===== src/cko_regs.vh =====
`ifndef CKO_REGS_VH
`define CKO_REGS_VH

// Register bus geometry.
`define CKO_ADDR_W          15
`define CKO_DATA_W          8

// Register offsets.
`define CKO_OFS_PREEMPH     15'h0048
`define CKO_OFS_TRIG_CTRL   15'h0057
`define CKO_OFS_SYNTH_OVR   15'h0058

// Reset values.
`define CKO_RST_PREEMPH     8'h00
`define CKO_RST_TRIG_CTRL   8'h00
`define CKO_RST_SYNTH_OVR   8'h00
`define CKO_RD_UNMAPPED     8'h00

// Pre-emphasis field and lane count.
`define CKO_PE_MSB          3
`define CKO_PE_LSB          0
`define CKO_PE_W            4
`define CKO_NUM_LANES       8

// Trigger output control fields.
`define CKO_TRIG_EN_BIT     7
`define CKO_TRIG_SEL_MSB    2
`define CKO_TRIG_SEL_LSB    0
`define CKO_TRIG_SEL_UI16   3'h0
`define CKO_TRIG_SEL_UI32   3'h1
`define CKO_TRIG_SEL_UI64   3'h2
`define CKO_TRIG_SEL_TSTAMP 3'h3

// Half-period of each trigger clock in 8 UI serializer ticks, minus one.
`define CKO_TRIG_HALF_UI16  2'h0
`define CKO_TRIG_HALF_UI32  2'h1
`define CKO_TRIG_HALF_UI64  2'h3

// Synthesizer override fields.
`define CKO_OVR_EN_BIT      7
`define CKO_OVR_SECOND_MSB  5
`define CKO_OVR_SECOND_LSB  4
`define CKO_OVR_FIRST_MSB   3
`define CKO_OVR_FIRST_LSB   2
`define CKO_OVR_SE_REF_BIT  1
`define CKO_OVR_SYN_EN_BIT  0

// Divided reference output codes.
`define CKO_DIV_OFF         2'h0
`define CKO_DIV_BY1         2'h1
`define CKO_DIV_BY2         2'h2
`define CKO_DIV_BY4         2'h3

// Half-period of each divided reference output in reference ticks, minus one.
`define CKO_REFDIV_HALF_BY1 2'h0
`define CKO_REFDIV_HALF_BY2 2'h1
`define CKO_REFDIV_HALF_BY4 2'h3

`endif


===== src/cko_refdiv.v =====
`timescale 1ns/100ps
`default_nettype none
`include "cko_regs.vh"

module cko_refdiv (
   // Clock and reset
   input  wire       clk,
   input  wire       arst_n,
   input  wire       ce,
   // Control
   input  wire       enable,
   input  wire [1:0] mode,
   input  wire       ref_tick,
   // Output
   output reg        div_out
);

   reg  [1:0] cnt_reg;
   reg  [1:0] half_lim;

   // Divide by 1 toggles each reference half-cycle tick, by 2 every second, by 4 every fourth.
   always @* begin
      case (mode)
         `CKO_DIV_BY1: half_lim = `CKO_REFDIV_HALF_BY1;
         `CKO_DIV_BY2: half_lim = `CKO_REFDIV_HALF_BY2;
         `CKO_DIV_BY4: half_lim = `CKO_REFDIV_HALF_BY4;
         default:      half_lim = `CKO_REFDIV_HALF_BY1;
      endcase
   end

   // A disabled output parks low so that a later enable starts on a clean edge.
   always @(posedge clk or negedge arst_n) begin
      if (!arst_n) begin
         cnt_reg <= 2'h0;
         div_out <= 1'b0;
      end else if (ce) begin
         if (!enable || mode == `CKO_DIV_OFF) begin
            cnt_reg <= 2'h0;
            div_out <= 1'b0;
         end else if (ref_tick) begin
            if (cnt_reg >= half_lim) begin
               cnt_reg <= 2'h0;
               div_out <= ~div_out;
            end else begin
               cnt_reg <= cnt_reg + 2'h1;
            end
         end
      end
   end

endmodule // cko_refdiv
`default_nettype wire


===== src/cko_top.v =====
// Notes on behaviour
// RULE1: The four-bit pre-emphasis value in bits 3:0 is driven identically to every serial output lane.
// RULE2: The host writes zero to reserved bits, including bits 7:4 of the pre-emphasis register.
// RULE3: Bit 7 of the trigger control register enables the trigger output buffer and divider when set.
// RULE4: Trigger select code 0, 1, 2 gives a 16, 32, 64 UI clock, code 3 the resampled timestamp, 4 to 7 reserved.
// RULE5: The host changes the trigger select field only while the trigger enable bit is zero.
// RULE6: Trigger clocks for codes 2 and below come from the serializer and stop while it is reinitialized.
// RULE7: Override bit 7 chooses register fields over the configuration pins to control the synthesizer.
// RULE8: Under override, field 5:4 selects off or reference divided by 1, 2, 4 on the second divided output.
// RULE9: The second divided reference output runs only while the first one is running.
// RULE10: Under override, field 3:2 selects off or reference divided by 1, 2, 4 on the first divided output.
// RULE11: Under override, bit 1 replaces the reference-select pin and picks the single-ended reference.
// RULE12: Under override, bit 0 replaces the synthesizer enable pin.
// RULE13: A reserved trigger select code keeps the trigger output static low.
`timescale 1ns/100ps
`default_nettype none
`include "cko_regs.vh"

module cko_top (
   // Clock, reset and clock enable
   input  wire                                    clk,
   input  wire                                    arst_n,
   input  wire                                    ce,
   // Register access from the serial control port
   input  wire [`CKO_ADDR_W-1:0]                  reg_addr,
   input  wire [`CKO_DATA_W-1:0]                  reg_wdata,
   input  wire                                    reg_wr,
   input  wire                                    reg_rd,
   output reg  [`CKO_DATA_W-1:0]                  reg_rdata,
   // Serializer side
   output wire [`CKO_NUM_LANES*`CKO_PE_W-1:0]     lane_preemphasis_level,
   input  wire                                    ser_ui8_tick,
   input  wire                                    ser_reinit,
   // Trigger output
   input  wire                                    timestamp_input,
   output reg                                     trigger_output,
   output wire                                    trigger_output_enable,
   // Synthesizer pins and controls
   input  wire                                    synth_enable_pin,
   input  wire                                    ref_select_pin,
   input  wire                                    clock_config_pin_a,
   input  wire                                    clock_config_pin_b,
   input  wire                                    synth_ref_tick,
   output reg                                     synth_enable,
   output reg                                     single_ended_ref_select,
   output wire                                    first_divided_ref_out,
   output wire                                    second_divided_ref_out
);

   reg  [`CKO_DATA_W-1:0] preemph_reg;
   reg  [`CKO_DATA_W-1:0] trig_ctrl_reg;
   reg  [`CKO_DATA_W-1:0] synth_ovr_reg;
   reg  [`CKO_DATA_W-1:0] rdata_next;
   reg  [1:0]             trig_cnt_reg;
   reg                    trig_clk_reg;
   reg  [1:0]             trig_half;
   reg                    trig_is_clk;
   reg  [1:0]             first_sel;
   reg  [1:0]             second_sel;
   reg                    first_running;

   wire                   ovr_en;
   wire [2:0]             trigger_output_select;

   //////////////////////////////////////////////////////////////////////////////
   // Register file

   // Reserved bits are stored as written; the host is expected to keep them zero.
   always @(posedge clk or negedge arst_n) begin
      if (!arst_n) begin
         preemph_reg   <= `CKO_RST_PREEMPH;
         trig_ctrl_reg <= `CKO_RST_TRIG_CTRL;
         synth_ovr_reg <= `CKO_RST_SYNTH_OVR;
      end else if (ce && reg_wr) begin
         case (reg_addr)
            `CKO_OFS_PREEMPH:   preemph_reg   <= reg_wdata;
            `CKO_OFS_TRIG_CTRL: trig_ctrl_reg <= reg_wdata;
            `CKO_OFS_SYNTH_OVR: synth_ovr_reg <= reg_wdata;
            default: ;
         endcase
      end
   end

   always @* begin
      case (reg_addr)
         `CKO_OFS_PREEMPH:   rdata_next = preemph_reg;
         `CKO_OFS_TRIG_CTRL: rdata_next = trig_ctrl_reg;
         `CKO_OFS_SYNTH_OVR: rdata_next = synth_ovr_reg;
         default:            rdata_next = `CKO_RD_UNMAPPED;
      endcase
   end

   always @(posedge clk or negedge arst_n) begin
      if (!arst_n) begin
         reg_rdata <= `CKO_RD_UNMAPPED;
      end else if (ce && reg_rd) begin
         reg_rdata <= rdata_next;
      end
   end

   //////////////////////////////////////////////////////////////////////////////
   // Lane pre-emphasis

   genvar lane;
   generate
      for (lane = 0; lane < `CKO_NUM_LANES; lane = lane + 1) begin : g_lane
         assign lane_preemphasis_level[lane*`CKO_PE_W +: `CKO_PE_W] =
                preemph_reg[`CKO_PE_MSB:`CKO_PE_LSB]; // RULE1
      end
   endgenerate

   //////////////////////////////////////////////////////////////////////////////
   // Trigger output

   assign trigger_output_enable = trig_ctrl_reg[`CKO_TRIG_EN_BIT]; // RULE3
   assign trigger_output_select = trig_ctrl_reg[`CKO_TRIG_SEL_MSB:`CKO_TRIG_SEL_LSB];

   always @* begin
      trig_is_clk = 1'b1;
      case (trigger_output_select) // RULE4
         `CKO_TRIG_SEL_UI16: trig_half = `CKO_TRIG_HALF_UI16;
         `CKO_TRIG_SEL_UI32: trig_half = `CKO_TRIG_HALF_UI32;
         `CKO_TRIG_SEL_UI64: trig_half = `CKO_TRIG_HALF_UI64;
         default: begin
            trig_half   = `CKO_TRIG_HALF_UI16;
            trig_is_clk = 1'b0;
         end
      endcase
   end

   // The divider runs on serializer ticks, so a reinitialization drops the clock
   // and restarts it in phase once the serializer is back.
   always @(posedge clk or negedge arst_n) begin
      if (!arst_n) begin
         trig_cnt_reg <= 2'h0;
         trig_clk_reg <= 1'b0;
      end else if (ce) begin
         if (!trigger_output_enable || !trig_is_clk || ser_reinit) begin // RULE6
            trig_cnt_reg <= 2'h0;
            trig_clk_reg <= 1'b0;
         end else if (ser_ui8_tick) begin
            if (trig_cnt_reg >= trig_half) begin
               trig_cnt_reg <= 2'h0;
               trig_clk_reg <= ~trig_clk_reg;
            end else begin
               trig_cnt_reg <= trig_cnt_reg + 2'h1;
            end
         end
      end
   end

   always @(posedge clk or negedge arst_n) begin
      if (!arst_n) begin
         trigger_output <= 1'b0;
      end else if (ce) begin
         if (!trigger_output_enable) begin
            trigger_output <= 1'b0; // RULE3
         end else if (trig_is_clk) begin
            trigger_output <= trig_clk_reg;
         end else if (trigger_output_select == `CKO_TRIG_SEL_TSTAMP) begin
            trigger_output <= timestamp_input; // RULE4
         end else begin
            trigger_output <= 1'b0; // RULE13
         end
      end
   end

   //////////////////////////////////////////////////////////////////////////////
   // Synthesizer control source and divided reference outputs

   assign ovr_en = synth_ovr_reg[`CKO_OVR_EN_BIT];

   // In pin mode both configuration pins form the first output's code and the
   // second output stays off, since pins offer no separate code for it.
   always @* begin
      if (ovr_en) begin // RULE7
         first_sel  = synth_ovr_reg[`CKO_OVR_FIRST_MSB:`CKO_OVR_FIRST_LSB]; // RULE10
         second_sel = synth_ovr_reg[`CKO_OVR_SECOND_MSB:`CKO_OVR_SECOND_LSB]; // RULE8
      end else begin
         first_sel  = {clock_config_pin_b, clock_config_pin_a}; // RULE10
         second_sel = `CKO_DIV_OFF; // RULE8
      end
   end

   always @(posedge clk or negedge arst_n) begin
      if (!arst_n) begin
         synth_enable            <= 1'b0;
         single_ended_ref_select <= 1'b0;
      end else if (ce) begin
         synth_enable            <= ovr_en ? synth_ovr_reg[`CKO_OVR_SYN_EN_BIT] : synth_enable_pin; // RULE12
         single_ended_ref_select <= ovr_en ? synth_ovr_reg[`CKO_OVR_SE_REF_BIT] : ref_select_pin; // RULE11
      end
   end

   // Gating the second output on the first keeps it from running alone.
   always @* begin
      first_running = synth_enable && (first_sel != `CKO_DIV_OFF); // RULE9
   end

   cko_refdiv u_first_div (
      .clk      (clk),
      .arst_n   (arst_n),
      .ce       (ce),
      .enable   (synth_enable),
      .mode     (first_sel),
      .ref_tick (synth_ref_tick),
      .div_out  (first_divided_ref_out)
   );

   cko_refdiv u_second_div (
      .clk      (clk),
      .arst_n   (arst_n),
      .ce       (ce),
      .enable   (first_running), // RULE9
      .mode     (second_sel),
      .ref_tick (synth_ref_tick),
      .div_out  (second_divided_ref_out)
   );

endmodule // cko_top
`default_nettype wire


===== config.mk =====
export PLATFORM = sky130hd
export DESIGN_NAME = cko_top
export DESIGN_NICKNAME = d
export VERILOG_FILES = /design/src/cko_refdiv.v /design/src/cko_top.v
export VERILOG_INCLUDE_DIRS = /design/src
export SDC_FILE = /design/constraint.sdc
export NUM_CORES = 1
export LEC_CHECK = 0
export BUFFER_PORTS_ARGS = -buffer_cell sky130_fd_sc_hd__buf_2
export CAP_MARGIN = 20
export CORE_MARGIN = 2
export CORE_UTILIZATION = 50
export CTS_BUF_LIST = sky130_fd_sc_hd__clkbuf_16
export CTS_CLUSTER_SIZE = 24
export DETAILED_ROUTE_END_ITERATION = 16
export GPL_TIMING_DRIVEN = 1
export PLACE_DENSITY_LB_ADDON = 0.05
export SLEW_MARGIN = 40
export SYNTH_ARGS = -nofsm -noshare
export SYNTH_HDL_FRONTEND = slang
export SYNTH_SLANG_ARGS = --single-unit

===== constraint.sdc =====
create_clock -name clk -period 2.7 [get_ports clk]
set_input_delay 0 -clock clk [delete_from_list [all_inputs] [get_ports clk]]
set_output_delay 0 -clock clk [all_outputs]
set_load 0.1 [all_outputs]

==> impl_metrics.csv, run 1 <==
group,metric,value,unit
logic_synthesis,yosysTopAreaCell,"dfrtp_1",
clock_tree,cts-root-buf,"clkbuf_16",
logic_synthesis,synthTopCellsByArea,"dfrtp_1, buf_4, mux2_2, mux2_4, ha_1",
floorplanning,num_io_pins,82,
worst_setup_path,endpoint_kind,"flip-flop",
logic_synthesis,synth.most_common_cell,"dfrtp_1",
logic_synthesis,syn_area_per_cell,10.5,um^2
floorplanning,die_x,76.1,um
timing,fmax,479,MHz
logic_synthesis,synth-seq-area-share,42.4,%
grt,grtUsageTotal,19.3,%
logic_synthesis,synthTopCellsByCount,"dfrtp_1, buf_4, mux2_2",
logic_synthesis,synth_top_family_by_area,"simple AND/OR/NAND/NOR gates",
timing,rsz0062_at_grt,"no",
detailed_routing,wl_met2,2340,um
worst_setup_path,critical_path_class,"reg -> reg",
detailed_routing,wl_met1,2670,um
clock_tree,cts_buffers,5,
finish,utilization,60.0,%
logic_synthesis,synth_edf_count,0,
hold_path,holdPathStages,3,
detailed_routing,vias,1944,
placed_design,post-place-ws,623,ps
timing,post-route-min-period,2090,ps
run_status,status,"completed",
clock_tree,clk_pin_slew,60,ps
pwr,p_leak,1.56,nW
detailed_routing,first_iter_violations,93,
logic_synthesis,ys_warn_count,0,
logic_synthesis,muxShareOfSynthArea,14.8,%
grt,grt_antenna_before_repair,0,
logic_synthesis,ys_async_sr_fraction,100,%
clock_tree,tritoncts,"built",
worst_setup_path,reg2reg_depth,6,
timing,tightest_slew,702,ps
grt,grt_max_degree,45,
logic_synthesis,synthAdderAreaFrac,2.89,%
logic_synthesis,synth_nets,289,
clock_tree,post_cts_buffers,0,
worst_setup_path,critical_path_peak_fanout,9,
timing,max_slew_margin,52.9,%
detailed_routing,avgRoutedWirePerCell,14.4,um
floorplanning,num_rows,26,
timing,fin_ws,614,ps
floorplanning,coreArea,5070,um^2
timing,setup_viol,0,
logic_synthesis,ys.flop_type,"dfrtp_1",
logic_synthesis,yosysUniqueCellTypes,43,
timing,fin_worst_skew,8.03,ps
logic_synthesis,synth_compound_area_share,11.7,%
finish,syn_to_final_growth,17.3,%
timing,fin_crit_sh,77.3,%
clock_tree,htree_levels,2,
pwr,peakVddDrop,405,uV
run,drv_cap,0,
finish,drive_above_1_share,40.3,%
floorplanning,die_h,76.1,um
placed_design,port_buffers,81,
detailed_routing,drt-vias-per-instance,5.18,
floorplanning,dieArea,5790,um^2
logic_synthesis,synth_area,2600,um^2
detailed_routing,top_layer,"met4",
finish,diodes,0,
logic_synthesis,synth-simple-area-share,15.8,%
grt,grt_pass1_wl,8940,um
logic_synthesis,synth_xor_area_share,0.337,%
floorplanning,start_util,51.2,%
detailed_routing,wl_met3,315,um
detailed_routing,postRouteWirelength,5400,um
timing,hold_violations,0,
grt,grt_pass1_vias,1814,
hold_path,hold_path.class,"in -> reg",
logic_synthesis,ys_ff_latch,44,
placed_design,dp_hpwl,3860,um
finish,nets,346,
logic_synthesis,synth_cells,247,
grt,gr-total-overflow,0,
clock_tree,insertion_delay,280,ps
logic_synthesis,synth.top_cell.area_share,42.4,%
timing,maxSlewViolCount,0,
placed_design,place_congestion,0.788,
worst_setup_path,critPathArrivalTime,2250,ps
worst_setup_path,crit_path_start_kind,"flip-flop",
clock_tree,clk_path_buf_depth,2,
timing,setup-tns-final,0,ps
detailed_routing,ant_nets,0,
detailed_routing,firstDrtPassIters,4,
worst_setup_path,required,2860,ps
clock_tree,cts.sinks,44,
pwr,power_density,477,nW/um^2
detailed_routing,drc_errors,0,
-- kinds of logic after synthesis --
kind of cell	Yosys count
compound gates	43
xor+xnor	1
fa+ha+maj	6
buf+inv	49
flops	44
mux	32
simple gates	72
-- cell usage in the layout (no fill, tap or decap), types with 4 or more instances in the layout --
master and n:
mux2_4 8, inv_1 9, dlygate4sd3_1 9, clkbuf_16 5
ha_1 6, mux2_2 20, nand2_1 15, and2_1 7
a21oi_1 9, a221o_1 6, buf_2 80, nand2b_1 5
nand3_1 5, dfrtp_1 44, mux2i_1 4, nor2_1 13
a22o_1 5, nor3b_1 4, o21ai_0 8
-- path summary, 6_finish.rpt --
| path | from | endpoint | slack (ps) |
|---|---|---|---|
| max | synth_ovr_reg[7]$_DFFE_PN0P_ | u_first_div.div_out$_DFFE_PN0P_ | 610 |
| min | synth_enable_pin | synth_enable$_DFFE_PN0P_ | 30 |
| max reg2reg | synth_ovr_reg[7]$_DFFE_PN0P_ | u_first_div.div_out$_DFFE_PN0P_ | 610 |
| min reg2reg | reg_rdata[4]$_DFFE_PN0P_ | reg_rdata[4]$_DFFE_PN0P_ | 490 |
| max in group asynchronous | arst_n | single_ended_ref_select$_DFFE_PN0P_ | 2070 |
| min in group asynchronous | arst_n | preemph_reg[7]$_DFFE_PN0P_ | 250 |
-- worst max-delay path, stage by stage, from the launching register on --
cell	delay, ps
dfrtp_1	530
mux2_2	390
ha_1	280
nor3b_1	170
nor2_1	70
o21ai_0	180
mux2_2	350
-- power by group --
| group | leakage [nW] | internal [W] | switching, W | total, W |
|---|---|---|---|---|
| Clock | 0.0736 | 0.000341 | 0.000249 | 0.000590 |
| Combinational | 0.881 | 0.0000588 | 0.000123 | 0.000182 |
| Sequential | 0.607 | 0.000671 | 0.00000876 | 0.000680 |
| Total | 1.56 | 0.00107 | 0.000382 | 0.00145 |
-- final cells by class --
cell class,count,area [um^2]
Multi-Input combinational cell,154,1180
Clock buffer,5,125
Clock inverter,3,18.8
Timing Repair Buffer,90,498
Sequential cell,44,1100
Tap cell,70,87.6
Inverter,9,33.8
Fill cell,472,2030
-- routing by layer --
metal / track usage [%] / vias to the layer above
met4: 7.09 / 0
met5: 0 / -
li1: - / 972
met3: 4.38 / 7
met2: 29.4 / 67
met1: 27.3 / 898
-- timing repair --
| action | in CTS | in global routing |
|---|---|---|
| resized for setup | 0 | 0 |
| hold endpoints to repair | 66 | 0 |
| hold buffers | 9 | 0 |
-- per-stage QoR --
stage	total power (W)	area (um^2)	instances	hold WS [ps]
after floorplan	0.000801	2600	247	-296
after global placement	0.000864	2810	358	226
after detailed placement	0.000866	2810	358	36.3
after CTS	0.00147	3050	375	30.2
after global routing	0.00151	3050	375	52.5
final	0.00145	3050	375	32.7
(Power assumes the default switching activity.)
==> run 2: changes to the inputs <==
- clock period: 2.7 -> 2 ns (I/O delays scaled with it)
==> run 2 against run 1 <==
Against the previous run: die area did not move; register-to-register slack got worse by 490 ps; utilization rose by 2.7 points; sequential power rose by 35%; sequential cell count did not move; sequential share of layout area fell by 1.5 points; wire length rose by 2.5%; final area rose by 4.5%; critical path type unchanged; highest routed layer unchanged.
==> impl_metrics.csv, run 2 (same netlist as run 1, synthesis figures left out) <==
group,metric,value,unit
run_status,status,"completed",
floorplanning,dieArea,5790,um^2
timing,max_slew_margin,65.1,%
floorplanning,coreArea,5070,um^2
detailed_routing,first_iter_violations,94,
floorplanning,die_x,76.1,um
placed_design,placed_cells,368,
worst_setup_path,path_cells,"or3b_2, ha_1, a21o_1, o21ai_0, a311o_1",
timing,setup_viol,0,
worst_setup_path,crit_buf_inv,0,
pwr,peakVddDrop,579,uV
finish,layout_common_cells,"buf_2, dfrtp_1, mux2_2",
clock_tree,cts-root-buf,"clkbuf_16",
worst_setup_path,regToRegEndpoint,"trig_cnt_reg[1]$_DFFE_PN0P_",
detailed_routing,vias,1968,
worst_setup_path,required,2160,ps
worst_setup_path,r2r_start,"trig_ctrl_reg[0]$_DFFE_PN0P_",
grt,grtUsageTotal,20.7,%
detailed_routing,firstDrtPassIters,4,
floorplanning,num_rows,26,
worst_setup_path,critical-path-max-stage-delay,460,ps
grt,grt_pass1_wl,9580,um
timing,rsz0062_at_grt,"no",
hold_path,hold_path.class,"in -> reg",
pwr,power_density,734,nW/um^2
worst_setup_path,crit_path_start_kind,"flip-flop",
worst_setup_path,critical_path_class,"reg -> reg",
clock_tree,clk_path_buf_depth,2,
finish,final_cells,383,
worst_setup_path,slowest_stage,"or3b_2",
clock_tree,insertion_delay,280,ps
worst_setup_path,reg2reg_depth,5,
detailed_routing,postRouteWirelength,5530,um
timing,tightest_slew,517,ps
worst_setup_path,critPathArrivalTime,2040,ps
floorplanning,start_util,51.2,%
run,drv_cap,0,
floorplanning,num_io_pins,82,
detailed_routing,avgRoutedWirePerCell,14.4,um
hold_path,hold_start,"reg_wdata[7]",
placed_design,dp_hpwl,4090,um
detailed_routing,ant_nets,0,
finish,syn_to_final_growth,22.7,%
pwr,finalPower,0.00234,W
finish,nets,354,
detailed_routing,drc_errors,0,
timing,fin_worst_skew,5.07,ps
pwr,p_leak,1.64,nW
clock_tree,htree_levels,2,
finish,final_common_cell,"buf_2",
grt,grt_antenna_before_repair,0,
worst_setup_path,critical_path_peak_fanout,6,
timing,hold_violations,0,
timing,post-route-min-period,1880,ps
clock_tree,cts.sinks,44,
finish,drive_above_1_share,42.8,%
hold_path,holdPathStages,2,
clock_tree,clk_pin_slew,60,ps
grt,grt_max_degree,27,
worst_setup_path,endpoint_kind,"flip-flop",
timing,fin_crit_sh,93.9,%
placed_design,place_congestion,0.825,
timing,fmax,533,MHz
floorplanning,die_h,76.1,um
finish,diodes,0,
placed_design,port_buffers,81,
worst_setup_path,cp_top_family,"compound AO/OA/AOI/OAI gates",
grt,gr-total-overflow,0,
clock_tree,cts_buffers,5,
grt,grt_pass1_vias,1921,
timing,maxSlewViolCount,0,
detailed_routing,drt-vias-per-instance,5.14,
hold_path,min_delay_worst_endpoint,"preemph_reg[7]$_DFFE_PN0P_",
clock_tree,tritoncts,"built",
worst_setup_path,reg2reg_slack,120,ps
## run 2: cell count changes in the layout (fill, tap and decap cells not counted), sizes merged
cell | before | now
dlygate4sd3 | 9 | 7
buf | 81 | 91
bufinv | 0 | 3
clkinv | 3 | 0
## run 2: metrics by stage
step	TNS, ps	setup WS (ps)	hold WS [ps]	area (um^2)	utilization [%]
2_1_floorplan	-15.1	-15.1	-296	2600	-
3_3_place_gp	0	140	-17.1	2900	57.1
3_5_place_dp	0	101	-13.4	2900	57.1
4_1_cts	0	102	3.52	3180	62.7
5_1_grt	0	9.37	9.24	3180	62.7
6_report	0	122	4.87	3180	62.7
## run 2: repair_timing
| action | in CTS | in global routing |
|---|---|---|
| endpoints found under the hold margin | 34 | 0 |
| hold buffers | 7 | 0 |
| buffers inserted | 0 | 0 |
| gates resized for setup | 0 | 2 |
| endpoints found under the setup margin | 0 | 1 |
## run 2: routing by layer
metal	vias up	share of wire, %	track usage, %
met5	-	0	0
met4	0	0.72	6.00
met3	4	5.8	4.50
met2	64	44	31.9
met1	915	49	29.5
li1	985	-	-
## run 2: how the worst max path moves through the flow
stage	from	to	slack (ps)	cells after the start
floorplan	synth_enable$_DFFE_PN0P_	u_first_div.div_out$_DFFE_PN0P_	-20	4
global placement	synth_ovr_reg[7]$_DFFE_PN0P_	u_first_div.div_out$_DFFE_PN0P_	140	6
detailed placement	synth_ovr_reg[7]$_DFFE_PN0P_	u_first_div.div_out$_DFFE_PN0P_	100	6
CTS	synth_ovr_reg[7]$_DFFE_PN0P_	u_first_div.div_out$_DFFE_PN0P_	100	6
global route	trig_ctrl_reg[1]$_DFFE_PN0P_	trig_cnt_reg[1]$_DFFE_PN0P_	9	5
finish	trig_ctrl_reg[0]$_DFFE_PN0P_	trig_cnt_reg[1]$_DFFE_PN0P_	120	5
## run 2: cell type report
type | count | area (um^2)
clock inverters | 3 | 90.1
multi-input cells | 154 | 1180
fillers | 443 | 1890
clock buffers | 5 | 125
inverters | 9 | 33.8
well taps | 70 | 87.6
repair buffers | 98 | 563
flip-flops and latches | 44 | 1100
## run 2: worst reg2reg max path, cell delays in order (launching register included)
cell and delay (ps):
dfrtp_1 440, or3b_2 460, ha_1 280, a21o_1 170
o21ai_0 100, a311o_1 310
## run 2: power breakdown
part / switching, W / total [W] / internal, W
clock: 0.000325 / 0.00117 / 0.000841
sequential: 0.0000117 / 0.000918 / 0.000906
combinational: 0.000170 / 0.000254 / 0.0000836
